==> src/gdc_pkg.sv <==
// Package with the register map, field layout and current tables of the gate-drive config bank.
package gdc_pkg;

   // ---------------------------------------------------------------
   // Bus geometry
   // ---------------------------------------------------------------
   localparam int          ADDR_W      = 8;
   localparam int          DATA_W      = 32;
   localparam int          STRB_W      = 4;
   localparam logic [1:0]  RESP_OKAY   = 2'h0;
   localparam logic [1:0]  RESP_SLVERR = 2'h2;

   // ---------------------------------------------------------------
   // Register indices; byte address is four times the index
   // ---------------------------------------------------------------
   localparam int          NUM_HB      = 3;
   localparam logic [5:0]  IDX_HB1     = 6'h0F;
   localparam logic [5:0]  IDX_HB2     = 6'h10;
   localparam logic [5:0]  IDX_HB3     = 6'h11;
   localparam logic [5:0]  IDX_LOW     = 6'h17;

   // ---------------------------------------------------------------
   // Field layout and reset values
   // ---------------------------------------------------------------
   localparam logic [7:0]  CFG_RESET   = 8'hFF;
   localparam logic [7:0]  LOW_RESET   = 8'h00;
   localparam int          SRC_MSB     = 7;
   localparam int          SRC_LSB     = 4;
   localparam int          SNK_MSB     = 3;
   localparam int          SNK_LSB     = 0;
   localparam int          LOW_HB1_BIT = 7;
   localparam logic [7:0]  LOW_MASK    = 8'hE0;

   // ---------------------------------------------------------------
   // Peak currents in microamps, indexed by the 4-bit code
   // ---------------------------------------------------------------
   localparam logic [15:0] STD_UA [16] = '{
      16'h01F4, 16'h03E8, 16'h07D0, 16'h0BB8, 16'h0FA0, 16'h1388, 16'h1770, 16'h1B58,
      16'h1F40, 16'h2EE0, 16'h3E80, 16'h4E20, 16'h5DC0, 16'h7918, 16'hBB80, 16'hF230};
   localparam logic [15:0] LOW_UA [16] = '{
      16'h0032, 16'h006E, 16'h00AA, 16'h00E6, 16'h0122, 16'h015E, 16'h019A, 16'h0258,
      16'h02D5, 16'h0352, 16'h03E8, 16'h04B0, 16'h0578, 16'h0640, 16'h0708, 16'h08FC};

   typedef struct packed {
      logic [3:0]  source_code;
      logic [3:0]  sink_code;
      logic        low_current_enable;
      logic [15:0] source_ua;
      logic [15:0] sink_ua;
   } hb_drive_s;

endpackage

==> src/gate_drive_current_cfg_regs.sv <==
// AXI4-Lite register bank for the half-bridge 1-3 gate-drive source/sink current settings.
//
// Implementation choice: register access over AXI4-Lite.
`timescale 1ns/1ns

module gate_drive_current_cfg_regs (
   input  wire logic                      CLK,
   input  wire logic                      ARST_N,
   input  wire logic                      CE,
   input  wire logic [gdc_pkg::ADDR_W-1:0] S_AXI_AWADDR,
   input  wire logic                      S_AXI_AWVALID,
   output      logic                      S_AXI_AWREADY,
   input  wire logic [gdc_pkg::DATA_W-1:0] S_AXI_WDATA,
   input  wire logic [gdc_pkg::STRB_W-1:0] S_AXI_WSTRB,
   input  wire logic                      S_AXI_WVALID,
   output      logic                      S_AXI_WREADY,
   output      logic [1:0]                S_AXI_BRESP,
   output      logic                      S_AXI_BVALID,
   input  wire logic                      S_AXI_BREADY,
   input  wire logic [gdc_pkg::ADDR_W-1:0] S_AXI_ARADDR,
   input  wire logic                      S_AXI_ARVALID,
   output      logic                      S_AXI_ARREADY,
   output      logic [gdc_pkg::DATA_W-1:0] S_AXI_RDATA,
   output      logic [1:0]                S_AXI_RRESP,
   output      logic                      S_AXI_RVALID,
   input  wire logic                      S_AXI_RREADY,
   output      gdc_pkg::hb_drive_s [gdc_pkg::NUM_HB-1:0] HB_DRIVE
);

   // ---------------------------------------------------------------
   // State
   // ---------------------------------------------------------------
   logic [7:0]                aw_idx_reg;
   logic [7:0]                aw_idx_next;
   logic                      aw_hold_reg;
   logic                      aw_hold_next;
   logic [7:0]                w_data_reg;
   logic [7:0]                w_data_next;
   logic                      w_strb_reg;
   logic                      w_strb_next;
   logic                      w_hold_reg;
   logic                      w_hold_next;
   logic                      bvalid_reg;
   logic                      bvalid_next;
   logic [1:0]                bresp_reg;
   logic [1:0]                bresp_next;
   logic                      rvalid_reg;
   logic                      rvalid_next;
   logic [1:0]                rresp_reg;
   logic [1:0]                rresp_next;
   logic [gdc_pkg::DATA_W-1:0] rdata_reg;
   logic [gdc_pkg::DATA_W-1:0] rdata_next;
   logic [7:0]                cfg_reg  [gdc_pkg::NUM_HB];
   logic [7:0]                cfg_next [gdc_pkg::NUM_HB];
   logic [7:0]                low_reg;
   logic [7:0]                low_next;
   gdc_pkg::hb_drive_s [gdc_pkg::NUM_HB-1:0] drive_reg;
   gdc_pkg::hb_drive_s [gdc_pkg::NUM_HB-1:0] drive_next;

   logic                      aw_take;
   logic                      w_take;
   logic                      ar_take;
   logic                      wr_fire;
   logic [5:0]                ar_idx;
   logic [7:0]                rd_byte;
   logic                      rd_hit;
   logic                      wr_hit;

   // ---------------------------------------------------------------
   // Handshakes
   // ---------------------------------------------------------------
   // Readies drop while CE is low so that no beat is taken by frozen logic.
   // Limitation: a response that is up while CE is low cannot be retired, so a master must
   // keep its ready asserted until CE returns.
   assign S_AXI_AWREADY = CE && !aw_hold_reg && !bvalid_reg;
   assign S_AXI_WREADY  = CE && !w_hold_reg && !bvalid_reg;
   assign S_AXI_ARREADY = CE && !rvalid_reg;
   assign aw_take       = S_AXI_AWVALID && S_AXI_AWREADY;
   assign w_take        = S_AXI_WVALID && S_AXI_WREADY;
   assign ar_take       = S_AXI_ARVALID && S_AXI_ARREADY;
   // Address and data may arrive in either order; each half is parked until its partner comes.
   // The write lands once both halves are held, one edge after the later one arrives, and
   // the response rises on that same edge. Both readies stay low until the response is
   // retired, which keeps a second write from overtaking the first.
   assign wr_fire       = aw_hold_reg && w_hold_reg && !bvalid_reg;
   assign ar_idx        = S_AXI_ARADDR[7:2];

   // ---------------------------------------------------------------
   // Outputs
   // ---------------------------------------------------------------
   // Every data output is a flop; only the readies above are combinational.
   assign S_AXI_BVALID  = bvalid_reg;
   assign S_AXI_BRESP   = bresp_reg;
   assign S_AXI_RVALID  = rvalid_reg;
   assign S_AXI_RRESP   = rresp_reg;
   assign S_AXI_RDATA   = rdata_reg;
   assign HB_DRIVE      = drive_reg;

   // ---------------------------------------------------------------
   // Write channel
   // ---------------------------------------------------------------
   always_comb begin
      aw_idx_next  = aw_idx_reg;
      aw_hold_next = aw_hold_reg;
      w_data_next  = w_data_reg;
      w_strb_next  = w_strb_reg;
      w_hold_next  = w_hold_reg;
      bvalid_next  = bvalid_reg;
      bresp_next   = bresp_reg;
      if (aw_take) begin
         // Only six index bits exist; the top two stay zero.
         aw_idx_next  = {2'h0, S_AXI_AWADDR[7:2]};
         aw_hold_next = 1'b1;
      end
      if (w_take) begin
         w_data_next = S_AXI_WDATA[7:0];
         w_strb_next = S_AXI_WSTRB[0];
         w_hold_next = 1'b1;
      end
      if (wr_fire) begin
         aw_hold_next = 1'b0;
         w_hold_next  = 1'b0;
         bvalid_next  = 1'b1;
         bresp_next   = wr_hit ? gdc_pkg::RESP_OKAY : gdc_pkg::RESP_SLVERR;
      end else if (bvalid_reg && S_AXI_BREADY) begin
         bvalid_next = 1'b0;
      end
   end

   always_ff @(posedge CLK or negedge ARST_N) begin
      if (!ARST_N) begin
         aw_idx_reg  <= 8'h00;
         aw_hold_reg <= 1'b0;
         w_data_reg  <= 8'h00;
         w_strb_reg  <= 1'b0;
         w_hold_reg  <= 1'b0;
         bvalid_reg  <= 1'b0;
         bresp_reg   <= gdc_pkg::RESP_OKAY;
      end else if (CE) begin
         aw_idx_reg  <= aw_idx_next;
         aw_hold_reg <= aw_hold_next;
         w_data_reg  <= w_data_next;
         w_strb_reg  <= w_strb_next;
         w_hold_reg  <= w_hold_next;
         bvalid_reg  <= bvalid_next;
         bresp_reg   <= bresp_next;
      end
   end

   // ---------------------------------------------------------------
   // Configuration registers
   // ---------------------------------------------------------------
   // Only byte lane 0 carries data; a write with that lane off changes nothing.
   // Such a write still answers OKAY, since the register exists and merely kept its value.
   // The low-current enables sit at bits 7:5, one per half-bridge; the lower bits are not
   // stored and read as zero.
   always_comb begin
      wr_hit   = 1'b0;
      low_next = low_reg;
      for (int i = 0; i < gdc_pkg::NUM_HB; i++) begin
         cfg_next[i] = cfg_reg[i];
      end
      if (wr_fire) begin
         case (aw_idx_reg[5:0])
            gdc_pkg::IDX_HB1: begin
               wr_hit = 1'b1;
               if (w_strb_reg) cfg_next[0] = w_data_reg;
            end
            gdc_pkg::IDX_HB2: begin
               wr_hit = 1'b1;
               if (w_strb_reg) cfg_next[1] = w_data_reg;
            end
            gdc_pkg::IDX_HB3: begin
               wr_hit = 1'b1;
               if (w_strb_reg) cfg_next[2] = w_data_reg;
            end
            gdc_pkg::IDX_LOW: begin
               wr_hit = 1'b1;
               if (w_strb_reg) low_next = w_data_reg & gdc_pkg::LOW_MASK;
            end
            default: begin
               // Unmapped indices answer SLVERR so that a stray access is visible.
               wr_hit = 1'b0;
            end
         endcase
      end
   end

   always_ff @(posedge CLK or negedge ARST_N) begin
      if (!ARST_N) begin
         for (int i = 0; i < gdc_pkg::NUM_HB; i++) begin
            cfg_reg[i] <= gdc_pkg::CFG_RESET;
         end
         low_reg <= gdc_pkg::LOW_RESET;
      end else if (CE) begin
         for (int i = 0; i < gdc_pkg::NUM_HB; i++) begin
            cfg_reg[i] <= cfg_next[i];
         end
         low_reg <= low_next;
      end
   end

   // ---------------------------------------------------------------
   // Read channel
   // ---------------------------------------------------------------
   // A read answers on the same edge that takes its address. ARREADY stays low while an
   // answer waits, so at most one read is open; the upper three data bytes read as zero.
   // A read and a write may overlap; they share no state but the registers.
   always_comb begin
      rd_hit  = 1'b1;
      rd_byte = 8'h00;
      case (ar_idx)
         gdc_pkg::IDX_HB1: rd_byte = cfg_reg[0];
         gdc_pkg::IDX_HB2: rd_byte = cfg_reg[1];
         gdc_pkg::IDX_HB3: rd_byte = cfg_reg[2];
         gdc_pkg::IDX_LOW: rd_byte = low_reg;
         default: begin
            rd_hit  = 1'b0;
            rd_byte = 8'h00;
         end
      endcase
   end

   always_comb begin
      rvalid_next = rvalid_reg;
      rresp_next  = rresp_reg;
      rdata_next  = rdata_reg;
      if (ar_take) begin
         rvalid_next = 1'b1;
         rdata_next  = {24'h000000, rd_byte};
         rresp_next  = rd_hit ? gdc_pkg::RESP_OKAY : gdc_pkg::RESP_SLVERR;
      end else if (rvalid_reg && S_AXI_RREADY) begin
         rvalid_next = 1'b0;
      end
   end

   always_ff @(posedge CLK or negedge ARST_N) begin
      if (!ARST_N) begin
         rvalid_reg <= 1'b0;
         rresp_reg  <= gdc_pkg::RESP_OKAY;
         rdata_reg  <= 32'h00000000;
      end else if (CE) begin
         rvalid_reg <= rvalid_next;
         rresp_reg  <= rresp_next;
         rdata_reg  <= rdata_next;
      end
   end

   // ---------------------------------------------------------------
   // Driver current decode
   // ---------------------------------------------------------------
   // The decode is registered so the analog side sees glitch-free codes; it trails the
   // register contents by one clock and needs no trigger.
   // A write therefore shows on HB_DRIVE two edges after the later of address and data.
   for (genvar g = 0; g < gdc_pkg::NUM_HB; g++) begin : g_hb
      logic [3:0] src;
      logic [3:0] snk;
      logic       low;
      assign src = cfg_reg[g][gdc_pkg::SRC_MSB:gdc_pkg::SRC_LSB];
      assign snk = cfg_reg[g][gdc_pkg::SNK_MSB:gdc_pkg::SNK_LSB];
      // Half-bridge 1 owns the top enable bit, so bridge g reads the bit g places below it.
      assign low = low_reg[gdc_pkg::LOW_HB1_BIT-g];
      always_comb begin
         drive_next[g].source_code        = src;
         drive_next[g].sink_code          = snk;
         drive_next[g].low_current_enable = low;
         if (low) begin
            drive_next[g].source_ua = gdc_pkg::LOW_UA[src];
            drive_next[g].sink_ua   = gdc_pkg::LOW_UA[snk];
         end else begin
            drive_next[g].source_ua = gdc_pkg::STD_UA[src];
            drive_next[g].sink_ua   = gdc_pkg::STD_UA[snk];
         end
      end
   end

   always_ff @(posedge CLK or negedge ARST_N) begin
      if (!ARST_N) begin
         // Reset loads the standard-table decode of the all-ones codes the registers hold.
         for (int i = 0; i < gdc_pkg::NUM_HB; i++) begin
            drive_reg[i].source_code        <=
               gdc_pkg::CFG_RESET[gdc_pkg::SRC_MSB:gdc_pkg::SRC_LSB];
            drive_reg[i].sink_code          <=
               gdc_pkg::CFG_RESET[gdc_pkg::SNK_MSB:gdc_pkg::SNK_LSB];
            drive_reg[i].low_current_enable <= 1'b0;
            drive_reg[i].source_ua          <= gdc_pkg::STD_UA[15];
            drive_reg[i].sink_ua            <= gdc_pkg::STD_UA[15];
         end
      end else if (CE) begin
         drive_reg <= drive_next;
      end
   end

endmodule

==> config.mk <==
export PLATFORM = sky130hd
export DESIGN_NAME = gate_drive_current_cfg_regs
export DESIGN_NICKNAME = d
export VERILOG_FILES = /design/src/gdc_pkg.sv /design/src/gate_drive_current_cfg_regs.sv
export SDC_FILE = /design/constraint.sdc
export NUM_CORES = 1
export LEC_CHECK = 0
export CORE_MARGIN = 3
export CORE_UTILIZATION = 30
export CTS_CLUSTER_DIAMETER = 150
export DETAILED_ROUTE_END_ITERATION = 10
export DONT_BUFFER_PORTS = 1
export GPL_ROUTABILITY_DRIVEN = 0
export PLACE_DENSITY = 0.4
export SETUP_SLACK_MARGIN = 0.02
export SYNTH_ARGS = -nofsm -noshare
export SYNTH_HDL_FRONTEND = slang
export SYNTH_SLANG_ARGS = --single-unit
==> constraint.sdc <==
create_clock -name CLK -period 3.1 [get_ports CLK]
set_input_delay 0.465 -clock CLK [delete_from_list [all_inputs] [get_ports CLK]]
set_output_delay 0.465 -clock CLK [all_outputs]
set_load 0.005 [all_outputs]
After elaboration in Yosys (flattened, before gate mapping)
Memory sizes are Yosys's and may differ from the RTL's.
Cells that the tools add are included.
{ "classes": {"magnitude_cmp": 6, "n_eq_ne": 8, "muxes": 41, "bitwise_logic": 6, "reduce_logical": 34} }
{ "op_table": {"columns": ["op", "count"], "rows": [
  ["$mux 16", 24],
  ["$mux 32", 3],
  ["$eq 6x5->1 const B", 6],
  ["$pmux 8 s4", 1],
  ["$ge 5x5->1 const B", 6],
  ["$not 4->5", 6],
  ["$reduce_and 2->1", 8],
  ["$reduce_and 4->1", 4],
  ["$eq 6x4->1 const B", 2],
  ["$logic_and 1x1->1", 12],
  ["$mux 1", 11],
  ["$reduce_bool 2->1", 4],
  ["$reduce_or 4->1", 2],
  ["$logic_not 1->1", 4],
  ["$mux 2", 2]
]} }
{ "word_totals": {"regBits": 181, "mem_bits_ro": 3072, "in_bits": 60, "wordCells": 136, "n_memories": 12} }
{ "mem_list": {"columns": ["memory", "depth", "word_bits", "read_ports", "rd_ports_with_merged_regs", "wr", "line", "text"], "rows": [
  ["(no name shown)", 16, 16, 1, 0, 0, "gate_drive_current_cfg_regs.sv:272", "drive_next[g].sink_ua = gdc_pkg::STD_UA[snk];"],
  ["(no name shown)", 16, 16, 1, 0, 0, "gate_drive_current_cfg_regs.sv:271", "drive_next[g].source_ua = gdc_pkg::STD_UA[src];"],
  ["(no name shown)", 16, 16, 1, 0, 0, "gate_drive_current_cfg_regs.sv:269", "drive_next[g].sink_ua = gdc_pkg::LOW_UA[snk];"],
  ["(no name shown)", 16, 16, 1, 0, 0, "gate_drive_current_cfg_regs.sv:268", "drive_next[g].source_ua = gdc_pkg::LOW_UA[src];"],
  ["(no name shown)", 16, 16, 1, 0, 0, "gate_drive_current_cfg_regs.sv:272", null],
  ["(no name shown)", 16, 16, 1, 0, 0, "gate_drive_current_cfg_regs.sv:271", null],
  ["+6 memories", null, null, null, null, null, null, null]
]} }

Longest topological paths before layout
Gate-level depths: netlist of the first run.
{ "logic_depth": {"ltp_word": 6, "depth_mapped": 7} }

Worst setup path before layout of the first run
No wires, ideal clock.
{ "synth_path": {"path_type": "register to register", "from": "register cfg_reg[12] (netlist name)", "to": "register drive_reg (netlist bit HB_DRIVE[63])", "setup_time_ns": 0.125, "arrival_ns": 2.167, "required_ns": 2.975, "setup_slack_ns": 0.809, "path_stages_with_launch": 8, "n_path_buf": 1, "synth_period_minus_slack_ns": 2.291, "cell_sequence": "dfstp_2 clkbuf_1 inv_1 ha_1 nor2b_1 a21oi_1 mux4_2 mux2_2"} }
{ "synth_between": {"elab_chain_cells": 5} }
{ "synth_rtl": {"columns": ["item", "line", "text"], "rows": [
  ["from (decl)", "gate_drive_current_cfg_regs.sv:53", "logic [7:0] cfg_reg [gdc_pkg::NUM_HB];"],
  ["from (signal, indexed assignment)", "gate_drive_current_cfg_regs.sv:192", "cfg_reg[i] <= gdc_pkg::CFG_RESET;"],
  ["from (signal, indexed assignment)", "gate_drive_current_cfg_regs.sv:197", "cfg_reg[i] <= cfg_next[i];"],
  ["$not 4->5 (implied by the code) *", "gate_drive_current_cfg_regs.sv:268, gate_drive_current_cfg_regs.sv:271", null],
  ["$mem_v2 16x16, on equally long branches", null, null],
  ["$mux 16, on equally long branches (2 in a row)", "gate_drive_current_cfg_regs.sv:271, gate_drive_current_cfg_regs.sv:268", null],
  ["$mux 32 *", "gate_drive_current_cfg_regs.sv:267", "if (low) begin"],
  ["to (signal assigned)", "gate_drive_current_cfg_regs.sv:290", "drive_reg <= drive_next;"],
  ["to (decl)", "gate_drive_current_cfg_regs.sv:57", "gdc_pkg::hb_drive_s [gdc_pkg::NUM_HB-1:0] drive_reg;"]
]} }
Mark *: on every way between the ends. The rest lies on a longest branch, timed or not. The select of a mux whose other input is x is not followed.
A chain may end at the register's enable or synchronous reset.

Final worst setup path of the first run
{ "layout_path": {"from": "register cfg_reg[9] (netlist name)", "to": "register drive_reg (netlist bit HB_DRIVE[47])"} }
{ "layout_between": {"elab_chain_cells": 5} }
{ "layout_rtl": {"columns": ["item", "line"], "rows": [
  ["$not 4->5 (implied by the code) *", "gate_drive_current_cfg_regs.sv:269, gate_drive_current_cfg_regs.sv:272"],
  ["$mem_v2 16x16, on equally long branches", null],
  ["$mux 16, on equally long branches (2 in a row)", "gate_drive_current_cfg_regs.sv:272, gate_drive_current_cfg_regs.sv:269"],
  ["$mux 32 *", "gate_drive_current_cfg_regs.sv:267"]
]} }
Marks and branches as above.

==> impl_results.md, run 1 <==
* Arrival @ worst endpoint at roughly 2.6 ns
* Hold WS at -0.282 ns
* Max Slew Vio Count at 0
* LEAKAGE at between 4 and 5 nW
* DRT iter0 DRCs at about 540
* Outcome: complete, but fails checks
* Vias in the first global route at 8242
* Total grt overflow at 0
* Worst setup EP type: flip-flop
* Sw frac at 0.371
* Final setup margin at roughly 0.86 ns
* TritonCTS clock tree: built
* Synth Cell Area at roughly 11000 µm²
* Sequential Power Share at 0.463
* Post_cts resized at 0
* CTS clk-pin slew, worst paths at around 0.070 ns
* Crit path launch type: flip-flop
* Port Buffer Count at 0
* Async S/R FF share, synth at 1.00
* Die X at ~200 µm
* Gate power share at 0.268
* Max-cap violations at 0
* Post-Synthesis Cells at between 1000 and 1500
* Fmax at 446 MHz
* EDFF count, synth at 0
* Row cnt at roughly 70
* Num CTS Buffers at 17
* Warnings from Yosys at 0
* Syn-to-layout area delta at 7.38%
* P per Cell Area at 686 nW/µm²
* Vias per cell at between 5 and 6
* Root Buffer: clkbuf_16
* Violated checks: hold timing
* Final instance area at between 10000 and 15000 µm²
* Fin. Hold Viols at 140
* RSZ-0062 raised after global routing: false
* First-pass GRT wire length at 52400 µm
* Synth Flop Type: dfstp_2
* Clock sinks at between 150 and 200
* Clock power share at 0.269
* Core ar. at ~36000 µm²
* Psw at ~3.0 mW
* DRC at 0
* Initial Util at 0.305
* Routed via count at a little over 8000
* Fin crit period at 2.24 ns
* Clk_lat worst skew at approximately 0.45 ns
* Total track usage at 0.174
* Crit path max fanout at 12
* CTS max path bufs at 2
* Cell internal pwr at slightly above 5 mW
* Pre-CTS setup slack at 0.880 ns
* #FFs+latches synth at around 180
* Cell variety after synth at 70
* WL per Instance at between 20 and 25 µm
* Routed wire length at between 30000 and 40000 µm
* Most frequent cells in the layout: nand2_1 (102), dfstp_2 (90), dfrtp_1 (89)
* Post-route clock period utilization at 0.724
* Overall Power at roughly 8 mW
* Hold Crit Class: in2async
* Antenna violations before repair at 4
* Die Area at just under 40000 µm²
* Most common cell after layout, fill and taps aside: nand2_1
* Setup tns final at 0 ns
* Post-Syn Area per Cell at approximately 9.6 µm²
* Share of cells above drive strength 1 at 0.217
* Die Ht at 197 µm
* Placed instance area at 11100 µm²
* Slew headroom at 0.292
* Fillers at approximately 3700
* Final ANT Viol Nets at 0
* Peak supply drop at 414 µV
* Largest net degree at the start of global routing at 180
* Detailed-placement wirelength estimate at 22800 µm
* Max reg flops at 123
* CP Class: reg2reg
* # IOs at approximately 220
* Critical Path RT at about 3.4 ns
* Worst slew pin tran at between 1 and 1.5 ns
* Sequential share of the synthesized area at 0.421
* Skew final at between 0.009 and 0.01 ns
* Fin util at 0.328
* H-Tree Depth at 4
* Count of final setup violators at 0
* Fin nets at approximately 1200
* Drt pass-1 iters at 6
## worst max-delay path, cell delays in order, from the launching register on
cell and delay (ns):
dfstp_2 0.71, inv_1 0.26, ha_1 0.34, nand2b_1 0.21, a211oi_1 0.27, a311o_1 0.19, o221ai_1 0.12
## layer usage
layer	up-vias	track usage	routed length [µm]
met1	4119	0.244	16100
met2	170	0.267	15400
li1	3950	-	-
met3	30	0.0475	1860
met5	-	0	36
met4	6	0.0430	397
## cells by family (layout without fill, tap and decap cells)
group | after synthesis | after routing | synth area share
other | 1 | 27 | 0.000344
AOI/OAI and AO/OA | 358 | 358 | 0.220
DFF | 179 | 179 | 0.421
buffers and inverters | 178 | 106 | 0.0719
adders and majority gates | 48 | 48 | 0.0550
muxes | 92 | 92 | 0.106
and+or+nand+nor | 284 | 284 | 0.126
## repair_timing
item / CTS / global route
endpoints found under the setup margin: 0 / 0
endpoints found under the hold margin: 179 / 179
setup buffers: 0 / 0
## worst paths after layout
kind	startpoint	end	slack, ns	depth (start not counted)
max	cfg_reg[9]$_DFFE_PN1P_	HB_DRIVE[47]$_DFFE_PN0P_	0.86	6
min	ARST_N	HB_DRIVE[8]$_DFFE_PN0P_	-0.28	0
max reg2reg	cfg_reg[9]$_DFFE_PN1P_	HB_DRIVE[47]$_DFFE_PN0P_	0.86	6
min reg2reg	HB_DRIVE[31]$_DFFE_PN1P_	HB_DRIVE[31]$_DFFE_PN1P_	0.48	2
max in group asynchronous	ARST_N	HB_DRIVE[103]$_DFFE_PN1P_	3.02	0
min in group CLK	CE	HB_DRIVE[107]$_DFFE_PN1P_	0.12	1
## cells in the mapped netlist, drive strengths merged (6+ instances only)
cell type / count / area, µm²
o221ai: 10 / 87.6
a22o: 7 / 61.3
clkbuf: 72 / 270
o21a: 8 / 60.1
or2: 6 / 37.5
a22oi: 12 / 90.1
nand2b: 21 / 131
ha: 48 / 601
a31oi: 25 / 156
mux2: 73 / 852
mux2i: 10 / 100
nand3: 19 / 100
o211ai: 11 / 82.6
dfrtp: 89 / 2230
nand4: 6 / 37.5
o21ai: 79 / 395
nand2: 102 / 383
mux4: 9 / 203
o2bb2ai: 32 / 280
o211a: 7 / 70.1
nand3b: 9 / 67.6
nor3: 8 / 40.0
buf: 51 / 308
o31ai: 7 / 52.6
a211oi: 14 / 105
a21oi: 83 / 415
nor2b: 26 / 170
dfstp: 90 / 2360
a211o: 9 / 78.8
nor2: 65 / 244
inv: 52 / 195
## power groups by stage
stage                     Combinational [mW]  Clock [mW]  Sequential [mW]
final                                   2.15        2.16             3.72
after detailed placement                2.15           0             3.79
after CTS                               2.16        2.25             3.75
after global placement                  2.15           0             3.79
after floorplan                         1.89           0             3.30
after global routing                    2.42        2.34             3.83
## cell type report
type | count | area, µm² | share of cell area
diodes | 1 | 2.50 | 0.000214
clock buffers | 19 | 453 | 0.0386
clock inverters | 13 | 115 | 0.00982
inverters | 55 | 206 | 0.0176
multi-input cells | 808 | 5630 | 0.481
flip-flops and latches | 179 | 4590 | 0.392
well taps | 461 | 577 | 0.0492
repair buffers | 19 | 143 | 0.0122
## through the flow
step / std cells / hold slack [ns]
floorplan: 1165 / 0.169
global placement: 1522 / 0.176
detailed placement: 1522 / 0.177
CTS: 1554 / -0.317
global route: 1555 / -0.309
finish: 1555 / -0.282
Note: power is estimated with default switching activity, not from simulation.
==> run 2, diff against run 1 <==
--- a/config.mk
+++ b/config.mk
@@ -5,6 +5,7 @@
 export SDC_FILE = /design/constraint.sdc
 export NUM_CORES = 1
 export LEC_CHECK = 0
+export ABC_AREA = 1
 export CORE_MARGIN = 3
 export CORE_UTILIZATION = 30
 export CTS_CLUSTER_DIAMETER = 150
==> constraint.sdc (replaced) <==
create_clock -name CLK -period 2.1 [get_ports CLK]
set_input_delay 0.315 -clock CLK [delete_from_list [all_inputs] [get_ports CLK]]
set_output_delay 0.315 -clock CLK [all_outputs]
set_load 0.005 [all_outputs]
==> run 2 against run 1 <==
The run still ends with hold timing left. Sequential cell count did not move. Clock skew is 0.0010 ns lower. Sequential power grew 27%. First-iteration DRC count up 25%. Largest cell class unchanged. Highest routed layer unchanged.
==> impl_results.md, run 2 <==
* Warnings from Yosys at 0
* Clk_lat worst skew at 0.45 ns
* Global routing's busiest layer: met2
* Worst slew pin tran at 0.612 ns
* Drt pass-1 iters at 5
* Antenna cell count at 0
* Clock sinks at 179
* Total track usage at 0.184
* Clock power share at 0.324
* CTS clk-pin slew, worst paths at 0.07 ns
* Cell variety after synth at a little over 40
* DRC at 0
* Skew final at ~0.0089 ns
* Initial Util at 0.309
* Fin cells at between 1500 and 2000
* Max Slew Vio Count at 0
* Postcts setup bufs at 0
* Antenna violations before repair at 3
* Die Area at roughly 37000 µm²
* Final setup margin at approximately 0.18 ns
* Sw frac at 0.339
* Sequential Power Share at 0.451
* Synth top area share at 0.224
* Arrival @ worst endpoint at between 2 and 2.5 ns
* Outcome: complete, but fails checks
* Largest net degree at the start of global routing at between 150 and 200
* Core ar. at ~34000 µm²
* Async S/R FF share, synth at 1.00
* Worst setup EP type: flip-flop
* Total grt overflow at 0
* First-pass GRT wire length at around 55000 µm
* WL per Instance at roughly 19 µm
* Post-synth top area cell: dfstp_2
* #FFs+latches synth at ~180
* Crit path max fanout at 6
* Root Buffer: clkbuf_16
* Fin crit period at 1.92 ns
* CTS max path bufs at 2
* Routed wire length at 34800 µm
* Post-Syn Area per Cell at approximately 7.7 µm²
* GR Util met2 at 0.292
* Detailed-placement wirelength estimate at between 20000 and 25000 µm
* Top-count cell post-synth: nand2_1
* LEAKAGE at 5.32 nW
* Gate power share at 0.226
* TritonCTS clock tree: built
* Die Ht at 193 µm
* Max reg flops at approximately 120
* Pre-CTS setup slack at approximately 0.22 ns
* Syn-to-layout area delta at 11.3%
* Critical Path RT at 2.42 ns
* Fmax at around 520 MHz
* Crit path launch type: flip-flop
* EDFF count, synth at 0
* Hold WS at -0.429 ns
* Sequential share of the synthesized area at 0.436
* Post-Synthesis Cells at roughly 1400
* Peak supply drop at about 570 µV
* Top post-synthesis cells by count: nand2_1 (407), o21ai_0 (128), nand3_1 (104), nor2_1 (104), inv_1 (91)
* Cell internal pwr at about 6.9 mW
* Slew headroom at 0.591
* Violated checks: hold timing
* Max-cap violations at 0
* # IOs at roughly 220
* Port Buffer Count at 0
* Most common cell after layout, fill and taps aside: nand2_1
* Routed via count at just over 9000
* Met1 Usage GRT at 0.253
* Fin. Hold Viols at between 150 and 200
* Count of final setup violators at 0
* RSZ-0062 raised after global routing: false
* Fin nets at between 1000 and 1500
* P per Cell Area at ~890 nW/µm²
* H-Tree Depth at 4
* CP Class: reg2reg
* Num CTS Buffers at 17
* Vias per cell at slightly below 5
* Share of cells above drive strength 1 at 0.142
* Vias in the first global route at between 9000 and 10000
* Row cnt at 67
* Synth Cell Area at ~11000 µm²
* Most frequent cells in the layout: nand2_1 (407), o21ai_0 (128), nor2_1 (104), nand3_1 (104), inv_1 (91)
* DRT iter0 DRCs at between 600 and 700
* Psw at 3.54 mW
* Setup tns final at 0 ns
* Hold Crit Class: in2async
* Met3 Use GR at 0.0473
* Synth Flop Type: dfstp_2
* Post-route clock period utilization at 0.913
* Top post-synthesis cells by area: dfstp_2 (22%), dfrtp_1 (21%), nand2_1 (15%)
* Final ANT Viol Nets at 0
* Die X at around 190 µm
* Inst Count DP at 1799
-- run 2: cell types whose count changed after synthesis, moves of 19 or more --
cell and delta:
nand2_1 +305, nand3_1 +86, mux2_2 -65, clkbuf_1 -57, o21ai_0 +49, inv_1 +39, nor2_1 +39, buf_2 +38
o2bb2ai_1 -32, nor2b_1 -25, nand2b_1 -21, a31oi_1 -20, a21oi_1 -19
-- run 2: worst paths after layout --
path,startpoint,depth (start not counted),end,slack [ns]
max,cfg_reg[20]$_DFFE_PN1P_,8,HB_DRIVE[19]$_DFFE_PN0P_,0.18
min,ARST_N,0,HB_DRIVE[22]$_DFFE_PN0P_,-0.43
max reg2reg,cfg_reg[20]$_DFFE_PN1P_,8,HB_DRIVE[19]$_DFFE_PN0P_,0.18
min reg2reg,w_data_reg[0]$_DFFE_PN0P_,2,cfg_reg[16]$_DFFE_PN1P_,0.50
max in group asynchronous,ARST_N,0,cfg_reg[10]$_DFFE_PN1P_,2.15
min in group CLK,CE,2,HB_DRIVE[44]$_DFFE_PN0P_,0.03
-- run 2: timing repair --
item,in CTS,in global routing
hold buffers,5,1
resized for setup,0,0
endpoints found under the hold margin,184,180
-- run 2: cell type report --
type	instances	area [µm²]
well taps	448	561
fillers	3660	22300
multi-input cells	1021	5100
repair buffers	59	483
flip-flops and latches	179	4590
clock inverters	6	92.6
inverters	98	370
clock buffers	26	519
-- run 2: cells by family after synthesis --
kind of cell / share of synthesized area
other: 0.000356
flip-flops: 0.436
AO/OA/AOI/OAI: 0.155
adder cells (fa/ha/maj): 0.0570
AND/OR/NAND/NOR: 0.263
buffers and inverters: 0.0884
-- run 2: per-stage QoR --
stage	total power, mW	utilization	instance area [µm²]
after CTS	10.6	0.344	11700
after global placement	7.15	0.325	11100
after global routing	11.2	0.344	11700
after floorplan	6.32	-	10600
after detailed placement	7.15	0.325	11100
final	10.5	0.344	11700
-- run 2: per-layer routing --
layer  part of all wire  up-vias
li1                   -     4500
met1               0.47     4363
met2               0.46      227
met3              0.059       30
met4              0.011        6
met5             0.0014        -
-- run 2: critical path: stages, from the launching register on --
cell,delay [ns]
dfstp_2,0.59
clkinv_1,0.10
ha_1,0.31
nand2_1,0.11
o21ai_0,0.17
nand3_1,0.11
nand2_1,0.05
o21ai_0,0.26
nand2_1,0.08
-- run 2: power by group through the flow --
stage	combinational, mW	sequential (mW)	clock (mW)
2_1_floorplan	1.74	4.58	0
6_report	2.36	4.71	3.38
3_5_place_dp	2.34	4.81	0
3_3_place_gp	2.36	4.79	0
5_1_grt	2.70	4.81	3.66
4_1_cts	2.37	4.75	3.51
